===== src/dpd_param_defines.vh =====
`ifndef DPD_PARAM_DEFINES_VH
`define DPD_PARAM_DEFINES_VH
`define PARAM_DWORD 32'h5cd5a2f7
`define PARAM_BYTE_BASE 8'h34
`define SUPPORT_BIT 31
`define ENTER_LSB 23
`define EXIT_LSB 15
`define UNIT_LSB 13
`define COUNT_LSB 8
`define RSV_HI_LSB 4
`define POLL_LSB 2
`define OP_ENTER 8'hb9
`define OP_EXIT 8'hab
`define OP_STATUS 8'h05
`define OP_PARAM 8'h5a
`define UNIT_NS 1000
`define CLK_NS 4
`define WAKE_NS ((2 + 1) * `UNIT_NS)
// 750 cycles of 4 ns make the 3us wake delay; sized to fit the 12-bit counter
`define WAKE_CYCLES 12'h2ee
`define RST_WAKE 12'h000
`define RST_BYTE 8'h00
`define RST_IGN 2'b00
`define RST_WORD 32'h00000000
`define ADDR_PARAM 8'h00
`define ADDR_CMD 8'h04
`define ADDR_STATUS 8'h08
`define ADDR_RDATA 8'h0c
`define ADDR_BUSY 8'h10
`endif


===== src/dpd_param_busy.v =====
`timescale 1ns/1ps
`default_nettype none
`include "dpd_param_defines.vh"
module dpd_param_busy (
  input wire pclk,
  input wire presetn,
  input wire psel,
  input wire penable,
  input wire pwrite,
  input wire [7:0] paddr,
  input wire [31:0] pwdata,
  output wire pready,
  output wire pslverr,
  output reg [31:0] prdata,
  output reg sleeping,
  output wire operation_in_progress_flag
);
  // Parameter word and its four bytes
  wire [31:0] param;
  wire [7:0] param_byte [0:3];

  // Bus strobes
  wire access;
  wire wr;
  wire rd_setup;
  wire cmd_wr;
  wire busy_wr;
  wire [7:0] op;
  wire [1:0] byte_sel;

  // Opcode decode
  wire op_enter;
  wire op_exit;
  wire op_status;
  wire op_param;

  // Sleep, delay and refusal state
  wire wake_active;
  wire cmd_refused;
  wire cmd_accepted;
  reg busy_sw;
  reg next_busy_sw;
  reg [11:0] wake_cnt;
  reg [11:0] next_wake_cnt;
  reg next_sleeping;
  reg [7:0] rdata;
  reg [7:0] next_rdata;
  reg [1:0] cmd_ignored;
  reg [1:0] next_cmd_ignored;
  reg [31:0] status_word;
  reg [31:0] read_word;

  // Parameter word assembled from its fields; every bit is a constant,
  // so the word costs no flip-flops and cannot be disturbed by reset
  assign param[`SUPPORT_BIT] = 1'b0;
  assign param[30:`ENTER_LSB] = `OP_ENTER;
  assign param[22:`EXIT_LSB] = `OP_EXIT;
  assign param[14:`UNIT_LSB] = 2'b01;
  assign param[12:`COUNT_LSB] = 5'b00010;
  assign param[7:`RSV_HI_LSB] = 4'hf;
  assign param[3:`POLL_LSB] = 2'b01;
  assign param[1:0] = 2'b11;

  // One slice per parameter byte; slice 0 is the byte at relative address 34h
  genvar gi;
  generate
    for (gi = 0; gi < 4; gi = gi + 1) begin : g_param_byte
      assign param_byte[gi] = param[gi*8 +: 8];
    end
  endgenerate

  // APB strobes; a write takes effect only at the access edge
  assign access = psel & penable;
  assign wr = access & pwrite;
  assign rd_setup = psel & ~penable & ~pwrite;
  assign cmd_wr = wr & (paddr == `ADDR_CMD);
  assign busy_wr = wr & (paddr == `ADDR_BUSY);
  assign op = pwdata[7:0];
  assign byte_sel = pwdata[9:8];

  // Zero wait states and never an error: every register answers at once
  assign pready = 1'b1;
  assign pslverr = 1'b0;

  // Opcode decode from the low byte of the command write
  assign op_enter = (op == `OP_ENTER);
  assign op_exit = (op == `OP_EXIT);
  assign op_status = (op == `OP_STATUS);
  assign op_param = (op == `OP_PARAM);

  // While the delay runs nothing is taken; while asleep only the wake opcode.
  // Refusing instead of queueing keeps a host that ignores the delay from
  // stacking commands behind the wake-up.
  assign wake_active = (wake_cnt != `RST_WAKE);
  assign cmd_refused = cmd_wr & (wake_active | (sleeping & ~op_exit));
  assign cmd_accepted = cmd_wr & ~cmd_refused;

  // Busy while a software-started job runs or the wake delay counts down
  assign operation_in_progress_flag = busy_sw | wake_active;

  // State registers; all next values come from the processes below
  always @(posedge pclk or negedge presetn) begin
    if (!presetn) begin
      sleeping <= 1'b0;
      wake_cnt <= `RST_WAKE;
      rdata <= `RST_BYTE;
      cmd_ignored <= `RST_IGN;
      busy_sw <= 1'b0;
    end else begin
      sleeping <= next_sleeping;
      wake_cnt <= next_wake_cnt;
      rdata <= next_rdata;
      cmd_ignored <= next_cmd_ignored;
      busy_sw <= next_busy_sw;
    end
  end

  // Software busy bit stands for an operation in progress
  always @* begin
    next_busy_sw = busy_sw;
    if (busy_wr) begin
      next_busy_sw = pwdata[0];
    end
  end

  // Wake delay counts down from the edge that takes the wake opcode;
  // the reload cannot meet a running count, since commands are refused then
  always @* begin
    next_wake_cnt = wake_cnt;
    if (wake_active) begin
      next_wake_cnt = wake_cnt - 12'h001;
    end
    if (cmd_accepted && sleeping && op_exit) begin
      next_wake_cnt = `WAKE_CYCLES;
    end
  end

  // Sleep is entered by its opcode and left only by the wake opcode
  always @* begin
    next_sleeping = sleeping;
    if (cmd_accepted) begin
      if (sleeping) begin
        next_sleeping = 1'b0;
      end else if (op_enter) begin
        next_sleeping = 1'b1;
      end
    end
  end

  // Refused commands are counted; the count wraps, so it only shows activity
  always @* begin
    next_cmd_ignored = cmd_ignored;
    if (cmd_refused) begin
      next_cmd_ignored = cmd_ignored + 2'b01;
    end
  end

  // Result byte of the last accepted status or parameter command;
  // other opcodes leave the previous result in place
  always @* begin
    next_rdata = rdata;
    if (cmd_accepted && !sleeping) begin
      case (op)
        `OP_STATUS: begin
          next_rdata = {7'h00, operation_in_progress_flag};
        end
        `OP_PARAM: begin
          next_rdata = param_byte[byte_sel];
        end
        default: begin
          next_rdata = rdata;
        end
      endcase
    end
  end

  // Status word: refusal count, sleep state, busy flag
  always @* begin
    status_word = {28'h0000000, cmd_ignored, sleeping, operation_in_progress_flag};
  end

  // Read mux for the register map; unmapped offsets read as zero, no error
  always @* begin
    case (paddr)
      `ADDR_PARAM: read_word = param;
      `ADDR_STATUS: read_word = status_word;
      `ADDR_RDATA: read_word = {24'h000000, rdata};
      `ADDR_BUSY: read_word = {31'h00000000, busy_sw};
      default: read_word = `RST_WORD;
    endcase
  end

  // Read data latched in the setup cycle so it stands through the access
  // phase; the cost is that a read shows state one cycle old
  always @(posedge pclk or negedge presetn) begin
    if (!presetn) begin
      prdata <= `RST_WORD;
    end else if (rd_setup) begin
      prdata <= read_word;
    end
  end

  // Note for integrators: the busy flag is a level and may change in any
  // cycle; sample it through the status register, not as a pulse.
  // The parameter word is fixed and needs no reset sequencing.
  // The refusal count is diagnostic only and wraps without warning.
endmodule // dpd_param_busy
`default_nettype wire


===== config.mk =====
export PLATFORM = sky130hd
export DESIGN_NAME = dpd_param_busy
export DESIGN_NICKNAME = d
export VERILOG_FILES = /design/src/dpd_param_busy.v
export VERILOG_INCLUDE_DIRS = /design/src
export SDC_FILE = /design/constraint.sdc
export NUM_CORES = 1
export LEC_CHECK = 0
export ABC_AREA = 1
export BUFFER_PORTS_ARGS = -buffer_cell sky130_fd_sc_hd__buf_4
export CORE_MARGIN = 4
export CORE_UTILIZATION = 50
export DETAILED_ROUTE_END_ITERATION = 10
export GPL_ROUTABILITY_DRIVEN = 0
export PLACE_DENSITY = 0.82
export SYNTH_ARGS = -nofsm -noshare
export SYNTH_HDL_FRONTEND = slang
export SYNTH_SLANG_ARGS = --single-unit

===== constraint.sdc =====
create_clock -name pclk -period 5 [get_ports pclk]
set_clock_uncertainty 0.1 [all_clocks]
set_input_delay 0.75 -clock pclk [delete_from_list [all_inputs] [get_ports pclk]]
set_output_delay 0.75 -clock pclk [all_outputs]
set_load 0.02 [all_outputs]

Word-level counts from Yosys, hierarchy flattened
Index checks and enable logic that the tools add are counted.
{ "op_classes": {"add_sub_neg": 2, "magnitude_cmp": 1, "eq_ne": 8, "n_mux": 9, "bitwise": 16, "n_reduce_logical": 9} }
{ "op_table": {"columns": ["operator", "n"], "rows": [
  ["$pmux W31 S4", 1],
  ["$mux W12", 2],
  ["$bmux W8 S2", 1],
  ["$eq A8 B3 Y1 const B", 2],
  ["$eq A8 B4 Y1 const B", 2],
  ["$eq A8 B8 Y1 const B", 2],
  ["$mux W8", 2],
  ["$pmux W8 S2", 1],
  ["$reduce_bool A12 Y1", 1],
  ["$sub A12 B1 Y12 const B", 1],
  ["$and A1 B1 Y1", 9],
  ["$eq A8 B5 Y1 const B", 1],
  ["$eq A8 B7 Y1 const B", 1],
  ["$logic_not A8 Y1", 1],
  ["$not A1 Y1", 4],
  ["$reduce_bool A2 Y1", 2],
  ["$ge A3 B3 Y1 const B", 1],
  ["$logic_and A1 B1 Y1", 3],
  ["$not A2 Y3", 1],
  ["$add A2 B1 Y2 const B", 1],
  ["$mux W1", 2],
  ["$or A1 B1 Y1", 2],
  ["$reduce_and A2 Y1", 1],
  ["$logic_not A1 Y1", 1]
]} }
{ "totals": {"regBits": 56, "out_inout_bits": 36} }

Logic depth before layout (Yosys ltp)
Gate-level depths: netlist (run 1).
{ "logic_depth": {"ltp_word": 10, "depth_mapped": 11} }

Least setup slack after synthesis (run 1)
No wires, ideal clock.
{ "synth_path": {"kind": "register to output", "startpoint": "register wake_cnt[0]", "endpoint": "output port operation_in_progress_flag", "arrival_time_ns": 1.198, "path_slack_ns": 2.952, "stages_incl_launch_ff": 8, "n_path_buf": 0, "cell_sequence": "dfrtp_1 -> inv_1 -> ha_1 -> inv_1 -> nor2_1 -> nand2_1 -> nor2_2 -> nand3_1"} }
{ "synth_between": {"elab_chain_len": 2} }
{ "synth_lines": {"columns": ["element", "line_no", "rtl"], "rows": [
  ["start, declared", "dpd_param_busy.v:43", "reg [11:0] wake_cnt;"],
  ["start signal, assigned", "dpd_param_busy.v:105", "wake_cnt <= `RST_WAKE;"],
  ["start signal, assigned", "dpd_param_busy.v:111", "wake_cnt <= next_wake_cnt;"],
  ["$reduce_bool A12 Y1 (no source line)", null, null],
  ["$or A1 B1 Y1", "dpd_param_busy.v:99", "assign operation_in_progress_flag = busy_sw | wake_active;"],
  ["end, declared", "dpd_param_busy.v:16", "output wire operation_in_progress_flag"]
]} }
Every way passes these cells.

Worst setup path after layout (run 1)
Same ends and word-level chain as after synthesis.

==> impl_metrics.csv, run 1 <==
group,metric,value,unit
layout,syn2layout_area_growth,15.8,%
die,start_util,52.0,%
synth,syn_avg_cell_area,7.45,µm²
power_and_ir_drop,p_total,0.474,mW
sta,drv_slew,0,
die,core,4000,µm²
power_and_ir_drop,power_leakage,1.29,nW
setup_path,cp_data_required_time,4150,ps
global_route,grt_start_max_net_pins,30,
sta,period_share,51.7,%
clocking,h-tree-depth,2,
clocking,clk_latency,290,ps
status,outcome,"finished, final reports clean",
clocking,clockBufferDepth,2,
layout,final_cell_mix,"62 x nand2_1, 44 x buf_4, 41 x inv_1, 29 x dfrtp_1, 26 x nor2_1",
synth,ys_seq_area_share,34.9,%
setup_path,cp-end-kind,"primary output",
power_and_ir_drop,power_density,197,nW/µm²
setup_path,cp_max_fo,5,
layout,final_nets,363,
layout,fin_util,60.2,%
sta,rsz0062_at_grt,"false",
sta,setup-tns-final,0,ps
detailed_routing,antenna_left,0,
synth,synth_area,2080,µm²
detailed_routing,drc_errors,0,
global_route,grt_pass1_wl,7390,µm
clocking,clock_sinks,29,
clocking,postCtsHoldBufs,0,
synth,yosys.area_share.simple,36.7,%
global_route,grt_use_total,17.9,%
detailed_routing,firstDrtPassIters,4,
detailed_routing,dr.first_iter.drc_count,72,
layout,layout_commonest_cell,"nand2_1",
synth,synthDistinctLibCells,29,
power_and_ir_drop,internal_power,0.348,mW
die,chipWidth,72.5,µm
synth,synth_top_family_by_area,"simple AND/OR/NAND/NOR gates",
synth,synth_compound_area_share,6.38,%
clocking,cts_repair_resize_count,0,
clocking,post_cts_buffers,0,
power_and_ir_drop,pwr-share-clk,40.2,%
synth,synth_cells,279,
die,io_pins,81,
sta,setup_viol,0,
detailed_routing,viasPerCell,4.85,
detailed_routing,drt-total-wl,4180,µm
sta,period_minus_slack,2590,ps
worst_hold_path,min_path_type,"in -> async",
clocking,root_buffer,"clkbuf_8",
power_and_ir_drop,p_sw_share,26.7,%
global_route,grt_pass1_vias,1770,
placed_design,port_buffers,44,
power_and_ir_drop,peakVddDrop,84.1,µV
layout,drive_above_1_share,27.4,%
power_and_ir_drop,combPwrFrac,10.0,%
setup_path,critPathLaunchType,"flop",
synth,ys_ff_latch,29,
detailed_routing,routedWlPerCell,11.4,µm
synth,synthMuxAreaShare,0,%
layout,fin_cells,367,
global_route,grt_overflow,0,
placed_design,place_inst,359,
synth,synthXorXnorAreaFrac,2.53,%
sta,finalHoldViolCount,0,
die,die-area,5250,µm²
sta,fmax,387,MHz
synth,ys.warnings.count,0,
setup_path,crit_arrival,1740,ps
setup_path,worstSetupPathType,"reg -> out",
clocking,cts_buffers,5,
clocking,cts_tree,"built",
die,die_h,72.5,µm
global_route,antenna_found_initial,0,
layout,n_antenna_cell,0,
clocking,clk_pin_slew_worst_paths,70,ps
synth,yosys.area_share.adder,1.20,%
power_and_ir_drop,power_frac_seq,49.8,%
job,drv_cap,0,
power_and_ir_drop,switchingPower,0.127,mW
placed_design,hpwl,3330,µm
detailed_routing,vias,1780,
die,rows,23,
==> cell type report <==
class / instances / area (µm²)
Tap cell: 50 / 62.6
Timing Repair Buffer: 44 / 330
Clock inverter: 3 / 17.5
Multi-Input combinational cell: 189 / 1020
Fill cell: 366 / 1590
Inverter: 47 / 178
Clock buffer: 5 / 68.8
Sequential cell: 29 / 726
==> path summary, 6_finish.rpt <==
check	from	end	slack [ps]	cells after the start
hold reg to reg	prdata[3]	prdata[3]	380	2
hold / removal	presetn	wake_cnt[5]	260	1
setup reg to reg	wake_cnt[0]	wake_cnt[0]	3180	11
setup / recovery	wake_cnt[0]	operation_in_progress_flag	2410	8
max in group asynchronous	presetn	wake_cnt[7]	4260	1
min in group pclk	prdata[3]	prdata[3]	380	2
==> cells by family after synthesis <==
logic type	count (synthesis)
simple gates	147
flops	29
xor+xnor	6
fa+ha+maj	2
compound gates	20
buf+inv	73
other cells	2
==> cells in the mapped netlist <==
master	count	share of area (%)
nor2_4	6	3.3
a31oi_1	1	0.30
dfrtp_1	29	35
nand2_1	62	11
nor3_1	3	0.72
ha_1	2	1.2
xnor2_1	1	0.42
o21ai_0	6	1.4
xor2_1	5	2.1
nand2_4	2	1.1
o22ai_1	1	0.30
a21oi_1	4	0.96
inv_2	4	0.72
nor3_4	2	1.6
nand4_1	12	3.6
nor2_1	26	4.7
nand2_2	5	1.5
nand3_2	4	1.9
o21ai_1	4	0.96
nand3b_1	1	0.36
clkinv_1	1	0.18
nand3_4	1	0.84
inv_1	41	7.4
buf_4	26	9.4
conb_1	2	0.36
nor2_2	6	1.8
clkinv_2	1	0.24
o211ai_2	4	2.4
nand3_1	17	4.1
==> power by group through the flow <==
stage               registers (mW)  logic (mW)  clock network [mW]
floorplan                    0.241      0.0316                   0
global placement             0.241      0.0468                   0
detailed placement           0.241      0.0475                   0
CTS                          0.236      0.0477               0.195
global route                 0.236      0.0536               0.204
finish                       0.236      0.0476               0.191
==> routing by layer <==
metal,track usage [%],wire length (µm)
met5,0,0
met4,9.84,104
met3,3.60,309
met2,29.9,1980
met1,21.6,1790
==> flip-flops by register name, summed over array words and instances (netlist names) <==
register     cells
cmd_ignored      2
prdata           8
wake_cnt        12
sleeping         1
rdata            5
busy_sw          1
==> per-stage QoR <==
stage	hold slack (ps)	instance area, µm²	worst slack [ps]
final	265	2410	2410
after global routing	294	2410	2310
after CTS	274	2410	2410
after detailed placement	370	2320	2740
after global placement	359	2320	2760
after floorplan	342	2120	2950
==> worst max-delay path: stages (launching register included) <==
cell and delay, ps:
dfrtp_1 370, inv_1 140, ha_1 170, inv_1 50, nor2_1 110, nand2_1 120, nor2_2 130, nand3_1 150
buf_4 200
No activity file was read; power rests on OpenSTA's default activity.
==> run 2, diff against run 1 <==
- CORE_UTILIZATION: 50 -> 44
- PLACE_DENSITY: 0.82 -> 0.76
- clock period: 5 -> 2.1 ns (I/O delays scaled with it)
==> run 2 against run 1 <==
Die area grew 12%; sequential power grew 140%; wire length grew 4.8%; count of clock-buffer cells in the layout grew 2; via count grew 1.2%; largest power group unchanged.
==> impl_metrics.csv, run 2 (synthesis gave the netlist of run 1 again) <==
group,metric,value,unit
clocking,root_buffer,"clkbuf_8",
setup_path,crit_chain,"inv_2, ha_1, inv_1, nor2_2, nand2_2, nor2_4, nand3_2, buf_6",
sta,period_share,96.1,%
sta,fmax,495,MHz
power_and_ir_drop,power_leakage,1.33,nW
placed_design,hpwl,3390,µm
layout,layout_commonest_cell,"nand2_1",
die,io_pins,81,
layout,largest_reg_flops,12,
clocking,clk_latency,290,ps
setup_path,critPathLaunchType,"flop",
status,outcome,"finished, final reports clean",
detailed_routing,firstDrtPassIters,4,
sta,period_minus_slack,2020,ps
setup_path,crit_arrival,1600,ps
setup_path,slowest_stage,"dfrtp_1",
die,start_util,46.4,%
placed_design,place_inst,361,
layout,largest-register,"wake_cnt",
power_and_ir_drop,peakVddDrop,238,µV
detailed_routing,dr.first_iter.drc_count,86,
die,chipWidth,76.7,µm
layout,fin_cells,375,
setup_path,cp_max_fo,3,
sta,drv_slew,0,
detailed_routing,viasPerCell,4.80,
setup_path,slowest_delay,400,ps
global_route,grt_start_max_net_pins,30,
setup_path,critPathBufInv,3,
detailed_routing,drc_errors,0,
clocking,cts_tree,"built",
layout,largestRegisters,"wake_cnt: 12 flops, prdata: 8 flops, rdata: 5 flops",
global_route,grt_use_total,15.8,%
layout,drive_above_1_share,30.0,%
layout,n_antenna_cell,0,
global_route,grt_pass1_vias,1750,
clocking,clk_pin_slew_worst_paths,60,ps
layout,postLayoutCellArea,2490,µm²
layout,final_nets,369,
sta,setup-tns-final,0,ps
placed_design,port_buffers,44,
sta,setup_viol,0,
clocking,clock_sinks,29,
placed_design,placed_area,2320,µm²
detailed_routing,vias,1801,
job,drv_cap,0,
sta,fin_ws,81.8,ps
global_route,grt_overflow,0,
clocking,cts_buffers,5,
detailed_routing,antenna_left,0,
clocking,h-tree-depth,2,
placed_design,pre_cts_slack,261,ps
detailed_routing,routedWlPerCell,11.7,µm
power_and_ir_drop,power_density,477,nW/µm²
die,die-area,5890,µm²
global_route,antenna_found_initial,0,
detailed_routing,drt-total-wl,4380,µm
worst_hold_path,min_path_type,"in -> reg",
sta,finalHoldViolCount,0,
sta,hold_slack,206,ps
setup_path,cp-end-kind,"primary output",
global_route,grt_pass1_wl,7530,µm
layout,syn2layout_area_growth,19.9,%
setup_path,worstSetupPathType,"reg -> out",
setup_path,cp_top_family,"simple AND/OR/NAND/NOR gates",
die,die_h,76.7,µm
setup_path,cp_data_required_time,1680,ps
clocking,clockBufferDepth,2,
layout,final_cell_mix,"61 x nand2_1, 48 x buf_4, 39 x inv_1, 29 x dfrtp_1, 25 x nor2_1",
die,core,4470,µm²
die,rows,24,
run 2: changes by cell type in the layout (fill, tap and decap cells not counted), moves of 2 or more:
cell,before,now
inv_2,4,6
inv_1,41,39
clkbuf_8,5,7
buf_4,44,48
run 2: worst min-delay path: cells and delay by family:
| kind | cells | cell delay [ps] |
|---|---|---|
| buf+inv | 2 | 120 |
| simple gates | 2 | 120 |
run 2: path summary, 6_finish.rpt:
check | from | end | slack [ps] | cells past startpoint
setup / recovery | wake_cnt[1] | operation_in_progress_flag | 80 | 8
hold / removal | pwdata[9] | rdata[5] | 210 | 4
setup reg to reg | wake_cnt[1] | wake_cnt[0] | 190 | 12
hold reg to reg | rdata[0] | rdata[0] | 370 | 2
max in group asynchronous | presetn | prdata[1] | 1260 | 2
min in group asynchronous | presetn | wake_cnt[4] | 380 | 2
run 2: what timing repair did:
| item | in CTS | in global routing |
|---|---|---|
| endpoints found under the setup margin | 1 | 1 |
| pin swaps | 0 | 2 |
| buffers inserted | 0 | 5 |
| hold endpoints to repair | 29 | 0 |
| resized for setup | 2 | 5 |
| hold buffers | 1 | 0 |
run 2: power by group:
| part | internal, mW | switching (mW) | total [mW] |
|---|---|---|---|
| logic | 0.0404 | 0.0750 | 0.115 |
| clock network | 0.295 | 0.214 | 0.510 |
| registers | 0.561 | 0.00185 | 0.563 |
| total | 0.897 | 0.291 | 1.19 |
run 2: per-stage QoR:
step                power, mW  util, %
finish                   1.19     55.7
global route             1.24     55.7
CTS                      1.20     54.5
detailed placement      0.687     51.9
global placement        0.685     51.9
floorplan               0.649        -
run 2: routing by layer:
metal | share of wire (%) | GRT usage, % | vias up | wire length (µm)
met5 | 0 | 0 | - | 0
met4 | 2.4 | 7.07 | 0 | 103
met3 | 7.9 | 5.50 | 10 | 344
met2 | 47 | 26.4 | 57 | 2060
met1 | 43 | 18.1 | 814 | 1880
li1 | - | - | 920 | -
run 2: area by class of cell:
class / instances / area [µm²]
Clock buffer: 7 / 96.3
Clock inverter: 1 / 5.00
Fill cell: 421 / 1980
Inverter: 47 / 178
Multi-Input combinational cell: 189 / 1040
Sequential cell: 29 / 726
Tap cell: 52 / 65.1
Timing Repair Buffer: 50 / 382
